===== src/hw/fsdm_defs.svh =====
// Offsets, field positions, reset values and limits of the station data mapper
`ifndef FSDM_DEFS_SVH
`define FSDM_DEFS_SVH
// Register byte offsets
`define FSDM_OFF_CTRL      12'h000
`define FSDM_OFF_CFGSIZE   12'h004
`define FSDM_OFF_STATUS    12'h008
`define FSDM_OFF_IRQ_STAT  12'h00C
`define FSDM_OFF_IRQ_CLR   12'h010
`define FSDM_OFF_IRQ_EN    12'h014
// Control register fields
`define FSDM_CTRL_V2       0
`define FSDM_CTRL_PLC      1
`define FSDM_CTRL_MODE     2
`define FSDM_CTRL_STN_LSB  4
`define FSDM_CTRL_EXT_LSB  8
`define FSDM_CTRL_RESET    32'h0000_0003
`define FSDM_CTRL_MASK     32'h0000_0337
// Status register fields
`define FSDM_ST_BIT_LSB    8
`define FSDM_ST_WORD_LSB   16
`define FSDM_ST_CFGERR     28
`define FSDM_ST_ERR        29
`define FSDM_ST_READY      30
// Interrupt bits
`define FSDM_IRQ_W         3
`define FSDM_IRQ_CFGERR    0
`define FSDM_IRQ_ERRSET    1
`define FSDM_IRQ_ERRCLR    2
// System area flag positions, output byte 0
`define FSDM_OB_INIT_DONE  0
`define FSDM_OB_SET_REQ    1
`define FSDM_OB_ERR_RST    2
`define FSDM_OB_MASK       8'h07
// System area flag positions, input byte 0
`define FSDM_IB_INIT_REQ   0
`define FSDM_IB_SET_DONE   1
`define FSDM_IB_ERR        2
`define FSDM_IB_READY      3
// Control and status word bit disabled under the controller profile
`define FSDM_CW_DIS_BIT    13
// Version 1 configuration size limits per station count
`define FSDM_V1_MAX1       9'h00C
`define FSDM_V1_MAX2       9'h018
`define FSDM_V1_MAX3       9'h024
`define FSDM_V1_MAX4       9'h030
// Bytes of bit data reserved for the system area
`define FSDM_SYS_BYTES     10'h002
`endif


===== src/hw/fsdm_pkg.sv =====
// Types shared by the station data mapper
package fsdm_pkg;
  // Controller profile handshake states
  typedef enum logic [2:0]
  {
    FSDM_INIT  = 3'b001,
    FSDM_RUN   = 3'b010,
    FSDM_SETUP = 3'b100
  } fsdm_plc_state_type;
  // Subnetwork protocol mode
  typedef enum logic
  {
    FSDM_QUERY   = 1'b0,
    FSDM_PRODUCE = 1'b1
  } fsdm_subnet_type;
endpackage : fsdm_pkg


===== src/hw/fsdm_size_calc.sv =====
// Station count and bit/word data sizing from the fieldbus settings
`timescale 1ns/1ns
`default_nettype none
`include "fsdm_defs.svh"
module fsdm_size_calc
(
  // Settings
  input  wire logic       version2_en,
  input  wire logic [1:0] station_cfg,
  input  wire logic [1:0] ext_code,
  input  wire logic [8:0] cfg_size,
  // Results
  output logic      [2:0] stations,
  output logic      [7:0] bit_bytes,
  output logic      [8:0] word_bytes,
  output logic            size_err
);
  // Bit data bytes for n stations; extension cycles 2..8 scale 8n-4
  function automatic logic [7:0] fsdm_bit_size(input logic [2:0] n, input logic [1:0] code);
    logic [7:0] base;
    base = {2'h0, n, 3'h0} - 8'h04;
    case (code)
      2'h0:    fsdm_bit_size = {3'h0, n, 2'h0};
      2'h1:    fsdm_bit_size = base;
      2'h2:    fsdm_bit_size = {base[6:0], 1'b0};
      default: fsdm_bit_size = {base[5:0], 2'h0};
    endcase
  endfunction : fsdm_bit_size

  // Word data bytes: eight per station per extension cycle
  function automatic logic [8:0] fsdm_word_size(input logic [2:0] n, input logic [1:0] code);
    fsdm_word_size = {3'h0, n, 3'h0} << code;
  endfunction : fsdm_word_size

  logic [9:0] usable;

  // Version 1 takes stations from the real configuration size
  always_comb
  begin
    if (version2_en)
      stations = {1'b0, station_cfg} + 3'h1;
    else if (cfg_size <= `FSDM_V1_MAX1)
      stations = 3'h1;
    else if (cfg_size <= `FSDM_V1_MAX2)
      stations = 3'h2;
    else if (cfg_size <= `FSDM_V1_MAX3)
      stations = 3'h3;
    else
      stations = 3'h4;
  end

  // Version 1 always runs one cycle; version 2 uses the extension code
  assign bit_bytes  = fsdm_bit_size(stations, version2_en ? ext_code : 2'h0);
  assign word_bytes = fsdm_word_size(stations, version2_en ? ext_code : 2'h0);
  // Two bytes of bit data belong to the system area, not to user data
  assign usable = {2'h0, bit_bytes} + {1'b0, word_bytes} - `FSDM_SYS_BYTES;
  // Oversized configuration cannot be served by these settings
  assign size_err = version2_en ? ({1'b0, cfg_size} > usable)
                                : (cfg_size > `FSDM_V1_MAX4);
endmodule : fsdm_size_calc
`default_nettype wire


===== src/hw/fsdm_mapper.sv =====
// Fieldbus station data mapper: sizing, system area flags, error status, APB registers
//
// Our own choices: the APB slave port and the placing of the registers.
`timescale 1ns/1ns
`default_nettype none
`include "fsdm_defs.svh"
// How it works
// - Version 1: up to 12/24/36/48 configuration bytes gives 1/2/3/4 stations.
// - Version 1: each station adds 4 bit-data bytes and 8 word-data bytes.
// - Version 2: size from 1-4 stations and 1/2/4/8 extension cycles, up to 112/256.
// - Settings that cannot hold the configuration are refused and reported as error.
// - Last 16 bits of bit data carry flags, never user data.
// - Controller profile makes and eats flags; profile off passes system area unchanged except the error flag toward the master.
// - Transparent mode: only the error status flag is driven by the block.
// - Controller profile clears bit 13 of control and status words.
// - Output byte 0 holds three master flags; its other bits are masked off.
// - Output byte 1 ignored; input byte 1 zero under the controller profile, passed from the buffer with it off.
// - Input byte 0 carries four flags under the controller profile; other bits zero.
// - Fatal event sets error status for good; only reset clears it.
// - Query mode: error while slaves missing, cleared once all answer.
// - Producer mode: error on consume timeout, cleared after recovery.
// - Producer mode: error on invalid message, cleared after recovery.
// - Version 2 off: run version 1 with stations from actual configuration size.
// - Two bytes each way of the internal areas go to the system area.
module fsdm_mapper
  import fsdm_pkg::*;
#(
  parameter int ADDR_W = 12
)
(
  // Clock and reset
  input  wire logic              mclk,
  input  wire logic              sys_rst,
  // APB slave
  input  wire logic              psel,
  input  wire logic              penable,
  input  wire logic              pwrite,
  input  wire logic [ADDR_W-1:0] paddr,
  input  wire logic [31:0]       pwdata,
  output logic      [31:0]       prdata,
  output logic                   pready,
  output logic                   pslverr,
  // System area from the master and toward the memory buffer
  input  wire logic [15:0]       fb_out_sys,
  output logic      [15:0]       sub_out_sys,
  // System area from the memory buffer and toward the master
  input  wire logic [15:0]       sub_in_sys,
  output logic      [15:0]       fb_in_sys,
  // Control and status words
  input  wire logic [15:0]       ctrl_word_in,
  output logic      [15:0]       ctrl_word_eff,
  input  wire logic [15:0]       status_word_in,
  output logic      [15:0]       status_word_eff,
  // Subnetwork fault reports
  input  wire logic              fatal_evt,
  input  wire logic              slaves_missing,
  input  wire logic              consume_timeout,
  input  wire logic              invalid_msg,
  input  wire logic              msg_recovered,
  // Sizing results
  output logic      [2:0]        occupied_stations,
  output logic      [7:0]        bit_data_bytes,
  output logic      [8:0]        word_data_bytes,
  output logic                   link_run,
  // Interrupt
  output logic                   irq
);
  generate
    if (ADDR_W < 5 || ADDR_W > 32)
    begin : g_bad_addr
      $error("fsdm_mapper: ADDR_W must lie between 5 and 32");
    end
  endgenerate

  logic [31:0]              ctrl;
  logic [8:0]               cfg_size;
  logic [`FSDM_IRQ_W-1:0]   irq_stat;
  logic [`FSDM_IRQ_W-1:0]   irq_en;
  logic [`FSDM_IRQ_W-1:0]   next_irq_stat;
  logic [`FSDM_IRQ_W-1:0]   irq_evt;
  logic [11:0]              addr;
  logic                     wr_acc;
  logic                     hit;
  logic [31:0]              rd_mux;
  logic                     plc;
  logic                     version2_en;
  fsdm_subnet_type          subnet_mode;
  logic [2:0]               calc_stations;
  logic [7:0]               calc_bits;
  logic [8:0]               calc_words;
  logic                     calc_err;
  logic                     calc_err_q;
  logic                     fatal_latch;
  logic                     invalid_latch;
  logic                     err_status;
  logic                     err_q;
  logic [7:0]               ob0;
  logic                     err_rst_q;
  fsdm_plc_state_type       plc_state;
  fsdm_plc_state_type       next_plc_state;
  logic                     remote_ready;

  // Bus decode; upper address bits beyond the map are ignored
  assign addr   = 12'(paddr);
  assign wr_acc = psel && penable && pwrite;
  assign hit    = (addr == `FSDM_OFF_CTRL) || (addr == `FSDM_OFF_CFGSIZE)
               || (addr == `FSDM_OFF_STATUS) || (addr == `FSDM_OFF_IRQ_STAT)
               || (addr == `FSDM_OFF_IRQ_CLR) || (addr == `FSDM_OFF_IRQ_EN);
  // Zero wait states: read data is loaded in the setup cycle
  assign pready  = 1'b1;
  assign pslverr = psel && penable && !hit;

  // Setting fields
  assign version2_en = ctrl[`FSDM_CTRL_V2];
  assign plc         = ctrl[`FSDM_CTRL_PLC];
  assign subnet_mode = fsdm_subnet_type'(ctrl[`FSDM_CTRL_MODE]);

  // Control and configuration size registers
  always_ff @(posedge mclk or posedge sys_rst)
  begin
    if (sys_rst)
    begin
      ctrl     <= `FSDM_CTRL_RESET;
      cfg_size <= 9'h000;
    end
    else if (wr_acc && addr == `FSDM_OFF_CTRL)
      ctrl <= pwdata & `FSDM_CTRL_MASK;
    else if (wr_acc && addr == `FSDM_OFF_CFGSIZE)
      cfg_size <= pwdata[8:0];
  end

  // Interrupt enable register
  always_ff @(posedge mclk or posedge sys_rst)
  begin
    if (sys_rst)
      irq_en <= '0;
    else if (wr_acc && addr == `FSDM_OFF_IRQ_EN)
      irq_en <= pwdata[`FSDM_IRQ_W-1:0];
  end

  // Read mux; write-only clear register reads zero
  always_comb
  begin
    rd_mux = 32'h0000_0000;
    case (addr)
      `FSDM_OFF_CTRL:     rd_mux = ctrl;
      `FSDM_OFF_CFGSIZE:  rd_mux = {23'h000000, cfg_size};
      `FSDM_OFF_STATUS:
      begin
        rd_mux[2:0]                                 = occupied_stations;
        rd_mux[`FSDM_ST_BIT_LSB+7:`FSDM_ST_BIT_LSB]   = bit_data_bytes;
        rd_mux[`FSDM_ST_WORD_LSB+8:`FSDM_ST_WORD_LSB] = word_data_bytes;
        rd_mux[`FSDM_ST_CFGERR]                     = calc_err_q;
        rd_mux[`FSDM_ST_ERR]                        = err_status;
        rd_mux[`FSDM_ST_READY]                      = remote_ready;
      end
      `FSDM_OFF_IRQ_STAT: rd_mux[`FSDM_IRQ_W-1:0] = irq_stat;
      `FSDM_OFF_IRQ_EN:   rd_mux[`FSDM_IRQ_W-1:0] = irq_en;
      default:            rd_mux = 32'h0000_0000;
    endcase
  end

  // Read data register
  always_ff @(posedge mclk or posedge sys_rst)
  begin
    if (sys_rst)
      prdata <= 32'h0000_0000;
    else if (psel && !penable && !pwrite)
      prdata <= rd_mux;
  end

  // Sizing arithmetic
  fsdm_size_calc u_size
  (
    .version2_en (version2_en),
    .station_cfg (ctrl[`FSDM_CTRL_STN_LSB+1:`FSDM_CTRL_STN_LSB]),
    .ext_code    (ctrl[`FSDM_CTRL_EXT_LSB+1:`FSDM_CTRL_EXT_LSB]),
    .cfg_size    (cfg_size),
    .stations    (calc_stations),
    .bit_bytes   (calc_bits),
    .word_bytes  (calc_words),
    .size_err    (calc_err)
  );

  // Only settings that fit are taken; refused ones leave the old sizes and stop the link
  always_ff @(posedge mclk or posedge sys_rst)
  begin
    if (sys_rst)
    begin
      occupied_stations <= 3'h1;
      bit_data_bytes    <= 8'h04;
      word_data_bytes   <= 9'h008;
      calc_err_q        <= 1'b0;
    end
    else
    begin
      calc_err_q <= calc_err;
      if (!calc_err)
      begin
        occupied_stations <= calc_stations;
        bit_data_bytes    <= calc_bits;
        word_data_bytes   <= calc_words;
      end
    end
  end
  assign link_run = !calc_err_q;

  // Fatal latch: only reset clears it
  always_ff @(posedge mclk or posedge sys_rst)
  begin
    if (sys_rst)
      fatal_latch <= 1'b0;
    else if (fatal_evt)
      fatal_latch <= 1'b1;
  end

  // Invalid message latch; a new message wins over a same-cycle recovery
  always_ff @(posedge mclk or posedge sys_rst)
  begin
    if (sys_rst)
      invalid_latch <= 1'b0;
    else if (invalid_msg)
      invalid_latch <= 1'b1;
    else if (msg_recovered)
      invalid_latch <= 1'b0;
  end

  // Error status: level sources clear themselves once the condition recovers
  assign err_status = fatal_latch || fatal_evt
                   || (subnet_mode == FSDM_QUERY && slaves_missing)
                   || (subnet_mode == FSDM_PRODUCE && consume_timeout)
                   || (subnet_mode == FSDM_PRODUCE && (invalid_latch || invalid_msg));

  // Master flags: byte 1 and unused bits of byte 0 are never looked at
  assign ob0 = fb_out_sys[7:0] & `FSDM_OB_MASK;

  // Error reset request edge detector
  always_ff @(posedge mclk or posedge sys_rst)
  begin
    if (sys_rst)
      err_rst_q <= 1'b0;
    else
      err_rst_q <= ob0[`FSDM_OB_ERR_RST];
  end

  // Profile handshake: request initial processing, then serve setting requests
  always_comb
  begin
    next_plc_state = plc_state;
    case (plc_state)
      FSDM_INIT:  if (ob0[`FSDM_OB_INIT_DONE]) next_plc_state = FSDM_RUN;
      FSDM_RUN:   if (ob0[`FSDM_OB_SET_REQ]) next_plc_state = FSDM_SETUP;
      FSDM_SETUP: if (!ob0[`FSDM_OB_SET_REQ]) next_plc_state = FSDM_RUN;
      default:    next_plc_state = FSDM_INIT;
    endcase
  end

  // Handshake state; restarts when the profile is off so a later switch-on begins clean
  always_ff @(posedge mclk or posedge sys_rst)
  begin
    if (sys_rst)
      plc_state <= FSDM_INIT;
    else if (!plc)
      plc_state <= FSDM_INIT;
    else
      plc_state <= next_plc_state;
  end
  // An error reset request does not lift the ready flag while a fault stands
  assign remote_ready = (plc_state != FSDM_INIT) && !err_status && link_run;

  // System area toward the master
  always_ff @(posedge mclk or posedge sys_rst)
  begin
    if (sys_rst)
      fb_in_sys <= 16'h0000;
    else if (plc)
    begin
      fb_in_sys                    <= 16'h0000;
      fb_in_sys[`FSDM_IB_INIT_REQ] <= (plc_state == FSDM_INIT);
      fb_in_sys[`FSDM_IB_SET_DONE] <= (plc_state == FSDM_SETUP);
      fb_in_sys[`FSDM_IB_ERR]      <= err_status;
      fb_in_sys[`FSDM_IB_READY]    <= remote_ready;
    end
    else
    begin
      fb_in_sys              <= sub_in_sys;
      fb_in_sys[`FSDM_IB_ERR] <= err_status;
    end
  end

  // System area toward the buffer: flags consumed under the profile, passed through unchanged with it off
  always_ff @(posedge mclk or posedge sys_rst)
  begin
    if (sys_rst)
      sub_out_sys <= 16'h0000;
    else if (plc)
      sub_out_sys <= 16'h0000;
    else
      sub_out_sys <= fb_out_sys;
  end

  // Control and status words with the profile bit disabled
  always_ff @(posedge mclk or posedge sys_rst)
  begin
    if (sys_rst)
    begin
      ctrl_word_eff   <= 16'h0000;
      status_word_eff <= 16'h0000;
    end
    else
    begin
      ctrl_word_eff                      <= ctrl_word_in;
      status_word_eff                    <= status_word_in;
      ctrl_word_eff[`FSDM_CW_DIS_BIT]    <= ctrl_word_in[`FSDM_CW_DIS_BIT] && !plc;
      status_word_eff[`FSDM_CW_DIS_BIT]  <= status_word_in[`FSDM_CW_DIS_BIT] && !plc;
    end
  end

  // Interrupt events and sticky status; an event beats a same-cycle clear
  always_ff @(posedge mclk or posedge sys_rst)
  begin
    if (sys_rst)
      err_q <= 1'b0;
    else
      err_q <= err_status;
  end
  assign irq_evt[`FSDM_IRQ_CFGERR] = calc_err && !calc_err_q;
  assign irq_evt[`FSDM_IRQ_ERRSET] = err_status && !err_q;
  assign irq_evt[`FSDM_IRQ_ERRCLR] = !err_status && err_q;
  always_comb
  begin
    next_irq_stat = irq_stat;
    if (wr_acc && addr == `FSDM_OFF_IRQ_CLR)
      next_irq_stat = irq_stat & ~pwdata[`FSDM_IRQ_W-1:0];
    next_irq_stat = next_irq_stat | irq_evt;
  end
  always_ff @(posedge mclk or posedge sys_rst)
  begin
    if (sys_rst)
      irq_stat <= '0;
    else
      irq_stat <= next_irq_stat;
  end
  assign irq = |(irq_stat & irq_en);
endmodule : fsdm_mapper
`default_nettype wire


===== config.mk =====
export PLATFORM = sky130hd
export DESIGN_NAME = fsdm_mapper
export DESIGN_NICKNAME = d
export VERILOG_FILES = /design/src/hw/fsdm_pkg.sv /design/src/hw/fsdm_size_calc.sv /design/src/hw/fsdm_mapper.sv
export VERILOG_INCLUDE_DIRS = /design/src /design/src/hw
export SDC_FILE = /design/constraint.sdc
export NUM_CORES = 1
export LEC_CHECK = 0
export ABC_AREA = 1
export BUFFER_PORTS_ARGS = -buffer_cell sky130_fd_sc_hd__buf_2
export CAP_MARGIN = 20
export CORE_UTILIZATION = 40
export DETAILED_ROUTE_END_ITERATION = 16
export HOLD_SLACK_MARGIN = 0.05
export PLACE_DENSITY = 0.68
export SYNTH_ARGS = -nofsm -noshare
export SYNTH_HDL_FRONTEND = slang
export SYNTH_SLANG_ARGS = --single-unit

===== constraint.sdc =====
create_clock -name mclk -period 4.9 [get_ports mclk]
set_input_delay 0.49 -clock mclk [delete_from_list [all_inputs] [get_ports mclk]]
set_output_delay 0.49 -clock mclk [all_outputs]
set_load 0.01 [all_outputs]

Word-level counts from Yosys, hierarchy flattened

Index checks and enable logic that the tools add are counted.

Memory bits (read-only): 0
Latch bits: 0
Input bits: 118
Logic and storage cells: 110
Output and inout port bits: 120
Bits in writable memories: 0
Bits in registers: 141
Memories: 0

Magnitude comparators: 5
Multiply operators: 0
Muxes and demuxes: 21
Add/sub/neg operators: 4
Equality and inequality tests: 14
Bitwise operators: 6
Shift operators: 1
Reduce and logical (&&, ||, !) cells: 42
Div/mod/pow operators: 0

Operator list:

| cell                                                                            | count |
|---|---|
| 17-bit case mux with 3 select lines                                             | 1 |
| 16-bit two-way mux                                                              | 2 |
| 3-bit two-way mux                                                               | 10 |
| 12-bit by 4-bit == test with 1-bit output, second input constant                | 2 |
| 12-bit by 5-bit == test with 1-bit output, second input constant                | 2 |
| 8-bit case mux with 3 select lines                                              | 1 |
| 1-bit logical AND                                                               | 19 |
| 3-bit case mux with 5 select lines                                              | 1 |
| 12-bit by 3-bit == test with 1-bit output, second input constant                | 1 |
| 12-bit logical NOT                                                              | 1 |
| 8-bit by 9-bit adder with 10-bit output                                         | 1 |
| 9-bit by 10-bit greater-than comparator with 1-bit output                       | 1 |
| 1-bit logical OR                                                                | 10 |
| 5-bit case mux with 2 select lines                                              | 1 |
| 10-bit by 2-bit subtractor with 10-bit output, second input constant            | 1 |
| 9-bit by 6-bit greater-than comparator with 1-bit output, second input constant | 1 |
| 9-bit by 4-bit <= comparator with 1-bit output, second input constant           | 1 |
| 9-bit by 5-bit <= comparator with 1-bit output, second input constant           | 1 |
| 9-bit by 6-bit <= comparator with 1-bit output, second input constant           | 1 |
| 3-bit != test, second input constant                                            | 3 |
| 3-bit case mux with 3 select lines                                              | 1 |
| 6-bit by 2-bit left shift with 9-bit output                                     | 1 |
| 1-bit logical NOT                                                               | 7 |
| 6-bit by 3-bit subtractor with 7-bit output, second input constant              | 1 |
| other kinds (18)                                                                | 22 |

Logic depth before layout (Yosys ltp)

Gate-level depths: netlist of run 1.

Depth in word-level cells: 13
Mapped depth: 32
Gate-level depth less buffers: 31

By module

From an unflattened synthesis of run 1, not the netlist that was laid out.

Cell total of the unflattened synthesis: 686
Area, all modules: 6495.0 um2

By module, submodules not included:

| module         | area an instance (um2) | cells an instance | seq. area each (um2) | times used |
|---|---|---|---|---|
| fsdm_mapper    | 5336.4                 | 484               | 3510.9               | 1 |
| fsdm_size_calc | 1158.6                 | 202               | 0.0                  | 1 |

Least setup slack after synthesis of run 1

No wires, ideal clock.

Path kind: register -> register
Start point: register ctrl[0]
End point: register bit_data_bytes[6]
Setup time: 117 ps
Buffers on the path: 3
Stages on the path, launching flop included: 29
Setup slack: 907 ps
Clock period less this slack: 3993 ps
Data required time: 4783 ps
Arrival time: 3875 ps
Cell sequence: dfstp_2 buf_4 inv_1 nand4_1 nand3_2 ha_1 nor3_1 a21oi_1 nand2_1 inv_1 ha_1 inv_1 ha_1 a21oi_1 nand2_1 nand2_1 nand2_1 a21oi_1 xor2_1 ha_1 nand3_1 nor3_1 nor2_1 nand3_1 nand2_1 buf_6 buf_6 nand2_1 nand2_1

Cells in the longest elaborated chain, start to end: 7
Elaborated cells between the ends (all ways): 12
Those cells by class: add/sub: 3; order compare: 1; eq/ne: 2; shift: 1; mux: 4; reduce/logical: 1

RTL lines:

| what                                                                      | RTL line                                                         | text |
|---|---|---|
| start, declared                                                           | fsdm_mapper.sv:75                                                | `logic [31:0] ctrl;` |
| start signal, assigned                                                    | fsdm_mapper.sv:123                                               | `` ctrl <= `FSDM_CTRL_RESET; `` |
| start signal, assigned                                                    | fsdm_mapper.sv:127                                               | `` ctrl <= pwdata & `FSDM_CTRL_MASK; `` |
| 3-bit two-way mux / 2-bit two-way mux (equally long branches)             | fsdm_size_calc.sv:40, fsdm_size_calc.sv:53, fsdm_size_calc.sv:54 |  |
| 6-bit by 3-bit subtractor with 7-bit output, or another cell as far along | fsdm_size_calc.sv:21                                             | `base = {2'h0, n, 3'h0} - 8'h04;` |
| 8-bit case mux with 3 select lines                                        | fsdm_size_calc.sv:22                                             | `case (code)` |
| 8-bit by 9-bit adder with 10-bit output                                   | fsdm_size_calc.sv:56                                             | `` assign usable = {2'h0, bit_bytes} + {1'b0, word_bytes} - `FSDM_SYS_BYTES; `` |
| 10-bit by 2-bit subtractor with 10-bit output (no line)                   | n/a                                                              |  |
| 9-bit by 10-bit greater-than comparator with 1-bit output                 | fsdm_size_calc.sv:58                                             | `assign size_err = version2_en ? ({1'b0, cfg_size} > usable)` |
| 1-bit two-way mux (*)                                                     | fsdm_size_calc.sv:58                                             |  |
| named net calc_err                                                        | fsdm_mapper.sv:91                                                | `logic calc_err;` |
| end signal, assigned                                                      | fsdm_mapper.sv:201                                               | `bit_data_bytes <= calc_bits;` |
| end, declared                                                             | fsdm_mapper.sv:62                                                | `output logic [7:0] bit_data_bytes,` |

Mark *: on every way through the listed nets, which the timed path passes. The rest lies on a longest branch.
A chain may end at the register's enable or synchronous reset.

Final worst setup path of run 1

Start point: register cfg_size[8]
End point: register bit_data_bytes[6]

Cells in the longest elaborated chain, start to end: 11
Elaborated cells between the ends (all ways): 15
Those cells by class: add/sub: 3; order compare: 5; shift: 1; mux: 6

RTL lines:

| what                                                      | RTL line             | text |
|---|---|---|
| start, declared                                           | fsdm_mapper.sv:76    | `logic [8:0] cfg_size;` |
| start signal, assigned                                    | fsdm_mapper.sv:129   | `cfg_size <= pwdata[8:0];` |
| 9-bit by 6-bit <= comparator with 1-bit output (no line)  | n/a                  |  |
| 3-bit two-way mux                                         | fsdm_size_calc.sv:46 | `` else if (cfg_size <= `FSDM_V1_MAX3) `` |
| 3-bit two-way mux                                         | fsdm_size_calc.sv:44 | `` else if (cfg_size <= `FSDM_V1_MAX2) `` |
| 3-bit two-way mux                                         | fsdm_size_calc.sv:42 | `` else if (cfg_size <= `FSDM_V1_MAX1) `` |
| 3-bit two-way mux                                         | fsdm_size_calc.sv:40 | `if (version2_en)` |
| 6-bit by 3-bit subtractor with 7-bit output               | fsdm_size_calc.sv:21 |  |
| 8-bit case mux with 3 select lines                        | fsdm_size_calc.sv:22 |  |
| 8-bit by 9-bit adder with 10-bit output                   | fsdm_size_calc.sv:56 |  |
| 10-bit by 2-bit subtractor with 10-bit output (no line)   | n/a                  |  |
| 9-bit by 10-bit greater-than comparator with 1-bit output | fsdm_size_calc.sv:58 |  |
| 1-bit two-way mux                                         | fsdm_size_calc.sv:58 |  |

Several ways; a longest one is shown, not always the timed one.

==> flow_summary.toml, run 1 <==
[floorplan]
die_h_um = 123
ios = 238
coreArea_um2 = 14100
start_util_pct = 41.8
die_w_um = 123
num_rows = 43
dieArea_um2 = 15200

[route]
drc = 0
wl_met3_um = 955
routedWlPerCell_um = 13.4
met2WireLength_mm = 7.00
routed.top_layer = "met5"
met1_length_mm = 5.89
drt-vias-per-instance = 4.65
vias = 4910
drt_wl_total_mm = 14.1
dr.pass1.iters = 4
antenna_left = 0
drt-initial-drc-count = 187

[global_route]
first_global_vias = 4729
grt_pass1_wl_mm = 22.7
grt_usage_pct = 19.9
overflow = 0
antenna_found_initial = 1
grt_max_degree = 73

[synthesis]
yosys-top-cells-area = "dfrtp_1 (54%), nand2_1 (9.4%), inv_1 (6.6%)"
ys_seq_area_share_pct = 56.2
synthMuxAreaShare_pct = 0
synthTopCellsByCount = "nand2_1 (147), dfrtp_1 (126), inv_1 (104)"
synth_top_cell_area_share_pct = 53.5
syn_inst = 658
synth_adder_area_share_pct = 4.59
syn-cell-area_um2 = 5890
avgSynthCellArea_um2 = 8.95
ys.warnings.count = 0
synth_cell_type_count = 37
synth.largest_area_cell = "dfrtp_1"
synth-async-reset-ratio_pct = 100
synth-edff-count = 0
synth_most_common_cell = "nand2_1"
synth_ff_type = "dfrtp_1"
synth_top_family_by_area = "simple AND/OR/NAND/NOR gates"
synth_xor_area_share_pct = 0.744
synth_compound_area_share_pct = 7.54
synthSimpleGateAreaFrac_pct = 20.6
synth-seq-cells = 132

[sta]
hold_viol = 0
final.period_utilization_pct = 90.1
fmax_ghz = 0.226
slew_headroom_pct = 29.2
post-route-min-period_ns = 4.42
setup_violations = 0
worst_slack_ns = 0.484
skew_ns = 0.00898
hold_slack_ns = 0.159
drv_slew = 0
worst_pin_slew_ns = 1.06
fin_tns_setup_ns = 0
rsz0062_at_grt = "false"

[power_and_ir_drop]
switchingPower_uw = 645
switching_share_pct = 25.8
clockPowerShare_pct = 48.1
powerDensity_nw_per_um2 = 331
pwr-share-seq_pct = 45.5
leakage_uw = 0.00419
finalPower_uw = 2510
internal_power_uw = 1860
p_comb_share_pct = 6.4
peakVddDrop_v = 0.000322

[clock_tree]
clock_sinks = 132
htreeDepth = 4
clkSlewWorstSetupHoldPaths_ns = 0.06
cts_tree = "done"
numCtsBuffers = 17
cts_buffer_depth = 2
ctsHoldBuffers = 0
cts_root_buffer = "clkbuf_16"
cts_setup_buffers = 0
clock_latency_ns = 0.42
cts_resized = 0

[worst_setup_path]
critical_path_class = "reg -> reg"
worst_setup_path_end_kind = "flop"
cp_max_fo = 29
regToRegStartpoint = "cfg_size[8]"
crit_family = "simple AND/OR/NAND/NOR gates"
startpoint_type = "flop"
crit_buf_inv = 4
worst-path-stages = 30
cpMostUsedCell = "nand2_1"
critical_path.slowest_cell = "dfrtp_1"
slowest_delay_ns = 0.45
r2r_cells = 30
r2r_slack_ns = 0.48
worstPathRequired_ns = 5.21
worstReg2RegEnd = "bit_data_bytes[6]"
cp.arrival_ns = 4.72

[cells_and_area]
drive_above_1_share_pct = 29.8
fin_nets = 1001
nFillCells = 1346
n_antenna_cell = 0
syn_to_final_growth_pct = 28.5
seq_area_um2 = 3310
multiInputGateArea_um2 = 2030

[place]
port_buffers = 201
dp_hpwl_mm = 10.6
gp_congestion = 0.860
dp_slack_ns = 0.484

[hold_path]
hp-class = "in -> async"

[status]
status = "finished clean"

[flow_run]
max-cap-violations = 0
==> placed cells by master (no fill, tap or decap), types with 3 or more instances in the layout <==
cell	netlist	final
dfstp_2	6	6
ha_1	20	20
nand2_1	147	147
o31ai_1	4	4
o21ai_1	16	16
o22ai_1	3	3
nor2_4	3	3
nand3_1	35	35
a22o_1	3	3
nor2_2	4	4
inv_6	0	8
o21ai_0	29	29
nor2_1	70	70
o211ai_1	5	5
nand4_1	5	5
dfrtp_1	126	126
inv_1	104	103
xor2_1	3	3
a221oi_1	3	3
a21oi_1	13	13
conb_1	2	13
buf_2	3	201
clkinvlp_4	0	4
clkbuf_16	0	17
inv_2	3	3
nor3_1	8	8
==> sequential cells by signal, summed over array words and instances, names as in the netlist <==
register	cells
plc_state	3
bit_data_bytes	6
status_word_eff	16
sub_out_sys	16
ctrl	7
cfg_size	9
irq_en	3
prdata	25
fb_in_sys	16
ctrl_word_eff	16
invalid_latch	1
occupied_stations	3
word_data_bytes	6
calc_err_q	1
fatal_latch	1
irq_stat	3
==> power by group through the flow <==
stage	logic, uW	registers (uW)	clock network [uW]
3_5_place_dp	165	1160	0
3_3_place_gp	163	1160	0
6_report	161	1140	1210
5_1_grt	182	1140	1270
4_1_cts	166	1140	1230
2_1_floorplan	61.8	1180	0
==> per-stage QoR <==
step / util (%) / instances / area [um^2]
3_3_place_gp: 49.6 / 1023 / 7000
6_report: 53.7 / 1055 / 7570
5_1_grt: 53.7 / 1055 / 7570
3_5_place_dp: 49.6 / 1023 / 7000
4_1_cts: 53.6 / 1055 / 7560
2_1_floorplan: - / 669 / 5930
==> layout make-up <==
class / instances / area share, %
Clock buffer: 17 / 5.62
Multi-Input combinational cell: 401 / 26.8
Inverter: 107 / 5.37
Sequential cell: 132 / 43.8
Timing Repair Buffer: 203 / 13.7
Tap cell: 180 / 2.98
Clock inverter: 15 / 1.84
==> layer usage <==
metal | GRT usage [%] | vias up
met1 | 23.5 | 2265
met3 | 6.37 | 22
met4 | 7.98 | 2
met5 | 0 | -
met2 | 33.4 | 169
li1 | - | 2452
==> cells by family after synthesis <==
logic type,after synthesis
AO/OA/AOI/OAI,78
XOR/XNOR,5
adder cells (fa/ha/maj),21
buffers and inverters,136
flip-flops,132
other,2
AND/OR/NAND/NOR,284
==> how the worst max path moves through the flow <==
stage,startpoint,end,slack [ns]
global route,cfg_size[8],word_data_bytes[4],0.002
global placement,ctrl[0],bit_data_bytes[6],0.51
CTS,ctrl[0],bit_data_bytes[6],0.45
finish,cfg_size[8],bit_data_bytes[6],0.48
floorplan,sys_rst,bit_data_bytes[3],0.89
detailed placement,ctrl[0],bit_data_bytes[6],0.48
No activity file was read; power rests on OpenSTA's default activity.
==> run 2, diff against run 1 <==
BUFFER_PORTS_ARGS = -buffer_cell sky130_fd_sc_hd__clkbuf_2   (was -buffer_cell sky130_fd_sc_hd__buf_2)
==> flow_summary.toml, run 2 (synthesized netlist as in run 1, its figures left out) <==
[clock_tree]
cts_root_buffer = "clkbuf_16"
clock_sinks = 132
cts_setup_buffers = 0
clock_latency_ns = 0.42
clkSlewWorstSetupHoldPaths_ns = 0.06
htreeDepth = 4
numCtsBuffers = 17
cts_buffer_depth = 2
ctsHoldBuffers = 0
cts_resized = 0
cts_tree = "done"

[power_and_ir_drop]
internal_power_uw = 1950
leakage_uw = 0.00423
finalPower_uw = 2570
switching_share_pct = 23.9
powerDensity_nw_per_um2 = 338
peakVddDrop_v = 0.000249
pwr-share-seq_pct = 44.4
p_comb_share_pct = 6.3
clockPowerShare_pct = 49.4
switchingPower_uw = 615

[sta]
setup_violations = 0
hold_viol = 0
final.period_utilization_pct = 90.2
fmax_ghz = 0.226
rsz0062_at_grt = "false"
skew_ns = 0.00932
post-route-min-period_ns = 4.42
worst_pin_slew_ns = 0.845
worst_slack_ns = 0.480
slew_headroom_pct = 43.7
drv_slew = 0
fin_tns_setup_ns = 0

[global_route]
antenna_found_initial = 0
first_global_vias = 4613
grt_pass1_wl_mm = 22.2
grt_usage_pct = 19.6
grt_max_degree = 98
overflow = 0

[route]
drt-initial-drc-count = 200
met2WireLength_mm = 6.88
routedWlPerCell_um = 13.3
wl_met3_mm = 1.13
drt_wl_total_mm = 14.0
vias = 4913
routed.top_layer = "met4"
drc = 0
drt-vias-per-instance = 4.65
dr.pass1.iters = 5
met1_length_mm = 5.86
antenna_left = 0

[floorplan]
die_w_um = 123
dieArea_um2 = 15200
start_util_pct = 41.8
num_rows = 43
die_h_um = 123
coreArea_um2 = 14100
ios = 238

[worst_setup_path]
cpMostUsedCell = "nand2_1"
r2r_cells = 30
startpoint_type = "flop"
r2r_slack_ns = 0.48
worst_setup_path_end_kind = "flop"
worstReg2RegEnd = "bit_data_bytes[6]"
cp.arrival_ns = 4.72
critical_path.slowest_cell = "dfrtp_1"
worstPathRequired_ns = 5.20
cp_max_fo = 29
critical_path_class = "reg -> reg"
slowest_delay_ns = 0.45
regToRegStartpoint = "cfg_size[8]"

[cells_and_area]
final_util_pct = 53.9
final-instance-count-excl-fill = 1056
drive_above_1_share_pct = 29.9
largest_register_ffs = 25
largest-register = "prdata"
fin_nets = 1002
syn_to_final_growth_pct = 29.1
layout_common_cells = "clkbuf_2 (201), nand2_1 (147), dfrtp_1 (126)"
mostFrequentLayoutCell = "clkbuf_2"
n_antenna_cell = 0

[place]
dp_hpwl_mm = 10.6
port_buffers = 201
gp_congestion = 0.887
dp_slack_ns = 0.482
dp.cells = 1023

[hold_path]
whs_endpoint = "ctrl_word_eff[7]"
hold_depth = 1
hp-class = "in -> reg"
hp-start = "ctrl_word_in[7]"

[status]
status = "finished clean"

[flow_run]
max-cap-violations = 0
## run 2: cell count changes in the layout (fill, tap and decap cells not counted)
| cell | previous run | this run |
|---|---|---|
| clkinv_2 | 0 | 2 |
| clkbuf_2 | 0 | 201 |
| clkinvlp_4 | 4 | 0 |
| inv_8 | 2 | 1 |
| nand3_4 | 1 | 0 |
| nand3_2 | 2 | 3 |
| clkinv_8 | 1 | 0 |
| buf_2 | 201 | 0 |
| bufinv_16 | 0 | 2 |
| clkinv_4 | 1 | 4 |
| inv_6 | 8 | 7 |
| buf_8 | 0 | 1 |
## run 2: how the worst max path moves through the flow
| stage | start | to | slack (ns) | cells past startpoint |
|---|---|---|---|---|
| after global routing | cfg_size[8] | occupied_stations[0] | 0.04 | 28 |
| after global placement | ctrl[0] | bit_data_bytes[6] | 0.51 | 27 |
| after CTS | ctrl[0] | bit_data_bytes[6] | 0.45 | 27 |
| after detailed placement | cfg_size[8] | bit_data_bytes[6] | 0.48 | 30 |
| final | cfg_size[8] | bit_data_bytes[6] | 0.48 | 30 |
| after floorplan | sys_rst | bit_data_bytes[3] | 0.89 | 1 |
## run 2: power by group through the flow
stage	clock [uW]	sequential, uW	combinational [uW]
6_report	1270	1140	161
5_1_grt	1350	1140	181
4_1_cts	1300	1140	164
3_5_place_dp	0	1160	164
3_3_place_gp	0	1160	162
2_1_floorplan	0	1180	61.8
## run 2: layer usage
metal	global-route usage, %	vias to the layer above
met3	7.10	17
met4	7.08	0
met1	23.7	2275
met2	31.9	171
li1	-	2450
met5	0	-
## run 2: per-stage QoR
stage	area, um^2	hold WS, ns
2_1_floorplan	5930	0.423
3_3_place_gp	7000	0.445
3_5_place_dp	7000	0.443
4_1_cts	7590	0.155
5_1_grt	7600	0.151
6_report	7600	0.177
## run 2: cell type report
class	count	area, um^2
Fill cell	1353	6490
Sequential cell	132	3310
Multi-Input combinational cell	401	2020
Timing Repair Buffer	204	1050
Clock buffer	17	425
Inverter	107	407
Tap cell	180	225
Clock inverter	15	169
## run 2: worst max-delay path: cells and delay by family (launching register included)
family | cells | cell delay, ns
xor gates and xnor gates | 1 | 0.17
AOI/OAI and AO/OA | 3 | 0.34
adders and majority gates | 4 | 1.26
and+or+nand+nor | 18 | 1.71
buffers and inverters | 4 | 0.36
DFF | 1 | 0.45
==> run 3, diff against run 2 <==
CAP_MARGIN = unset   (was 20)
CORE_UTILIZATION = 25   (was 40)
PLACE_DENSITY = unset   (was 0.68)
SKIP_CTS_REPAIR_TIMING = 1   (was unset)
==> flow_summary.toml, run 3 (synthesized netlist as in run 1, its figures left out) <==
[global_route]
grt_max_degree = 90
first_global_vias = 4792
grt_usage_pct = 13.5
overflow = 0
grt_pass1_wl_mm = 24.9
antenna_found_initial = 0

[sta]
post-route-min-period_ns = 4.49
slew_headroom_pct = 33.4
final.period_utilization_pct = 91.6
skew_ns = 0.00969
worst_pin_slew_ns = 0.996
rsz0062_at_grt = "false"
hold_viol = 0
fin_tns_setup_ns = 0
setup_violations = 0
drv_slew = 0
fmax_ghz = 0.223

[worst_setup_path]
cp.arrival_ns = 4.80
cpMostUsedCell = "nand2_1"
crit_buf_inv = 5
worstPathRequired_ns = 5.21
crit_family = "simple AND/OR/NAND/NOR gates"
critical_path_class = "reg -> reg"
slowest_delay_ns = 0.41
startpoint_type = "flop"
cp_max_fo = 29
worst_setup_path_end_kind = "flop"
critical_path.slowest_cell = "dfrtp_1"

[place]
dp_hpwl_mm = 11.9
gp_congestion = 0.840
port_buffers = 201

[cells_and_area]
mostFrequentLayoutCell = "clkbuf_2"
fin_nets = 1002
largest_register_ffs = 25
syn_to_final_growth_pct = 31.8
layout_common_cells = "clkbuf_2 (201), nand2_1 (147), dfrtp_1 (126)"
n_antenna_cell = 0
drive_above_1_share_pct = 29.9
largest-register = "prdata"

[clock_tree]
cts_root_buffer = "clkbuf_16"
cts_buffer_depth = 2
clock_latency_ns = 0.42
cts_tree = "done"
htreeDepth = 4
numCtsBuffers = 17
clock_sinks = 132
clkSlewWorstSetupHoldPaths_ns = 0.06

[status]
status = "finished clean"

[power_and_ir_drop]
peakVddDrop_v = 0.000207
powerDensity_nw_per_um2 = 330
leakage_uw = 0.00421
finalPower_uw = 2560

[route]
vias = 4873
routedWlPerCell_um = 13.2
antenna_left = 0
drc = 0
drt_wl_total_mm = 15.7
dr.pass1.iters = 6
drt-initial-drc-count = 303
drt-vias-per-instance = 4.10

[floorplan]
ios = 238
coreArea_um2 = 22800
die_h_um = 155
dieArea_um2 = 24200
start_util_pct = 25.8
die_w_um = 155
num_rows = 55

[hold_path]
hp-class = "in -> reg"

[flow_run]
max-cap-violations = 0
-- run 3: changes by cell type in the layout (fill, tap and decap cells not counted), sizes merged --
cell / before / now
clkbuf: 218 / 221
clkinvlp: 0 / 3
inv: 114 / 108
-- run 3: through the flow --
step / cells / utilization, % / setup WS [ns] / cell area, um^2 / hold slack [ns]
6_report: 1189 / 34.0 / 0.410 / 7760 / 0.166
5_1_grt: 1189 / 34.0 / 0.00162 / 7760 / 0.142
4_1_cts: 1189 / 33.9 / 0.383 / 7750 / 0.148
3_5_place_dp: 1157 / 31.4 / 0.416 / 7170 / 0.434
3_3_place_gp: 1157 / 31.4 / 0.468 / 7170 / 0.436
2_1_floorplan: 669 / - / 0.894 / 5930 / 0.423
-- run 3: worst paths after layout --
path | startpoint | end | slack [ns] | cells after the start
max | cfg_size[7] | bit_data_bytes[6] | 0.41 | 31
min | status_word_in[6] | status_word_eff[6] | 0.17 | 1
max reg2reg | cfg_size[7] | bit_data_bytes[6] | 0.41 | 31
min reg2reg | calc_err_q | irq_stat[0] | 0.44 | 1
max in group asynchronous | sys_rst | cfg_size[6] | 3.53 | 3
min in group asynchronous | sys_rst | status_word_eff[6] | 0.22 | 2
-- run 3: cell type report --
cell class / count / area [um^2]
repair buffers: 204 / 1040
multi-input cells: 401 / 2030
well taps: 313 / 392
clock buffers: 20 / 447
fillers: 2443 / 15100
clock inverters: 12 / 133
inverters: 107 / 407
flip-flops and latches: 132 / 3310
-- run 3: metal layers --
metal	vias up	part of all wire, %	wire, um	global-route usage, %
met5	-	0	0	0
met4	0	1.8	280	4.90
met3	19	6.2	976	3.98
met2	165	46	7300	21.8
met1	2241	46	7170	17.1
li1	2448	-	-	-
-- run 3: power by group --
part / leakage, uW / internal, uW / total (uW) / switching (uW)
Clock: 0.000276 / 763 / 1260 / 495
Sequential: 0.00161 / 1130 / 1140 / 13.7
Combinational: 0.00232 / 64.3 / 163 / 99.1
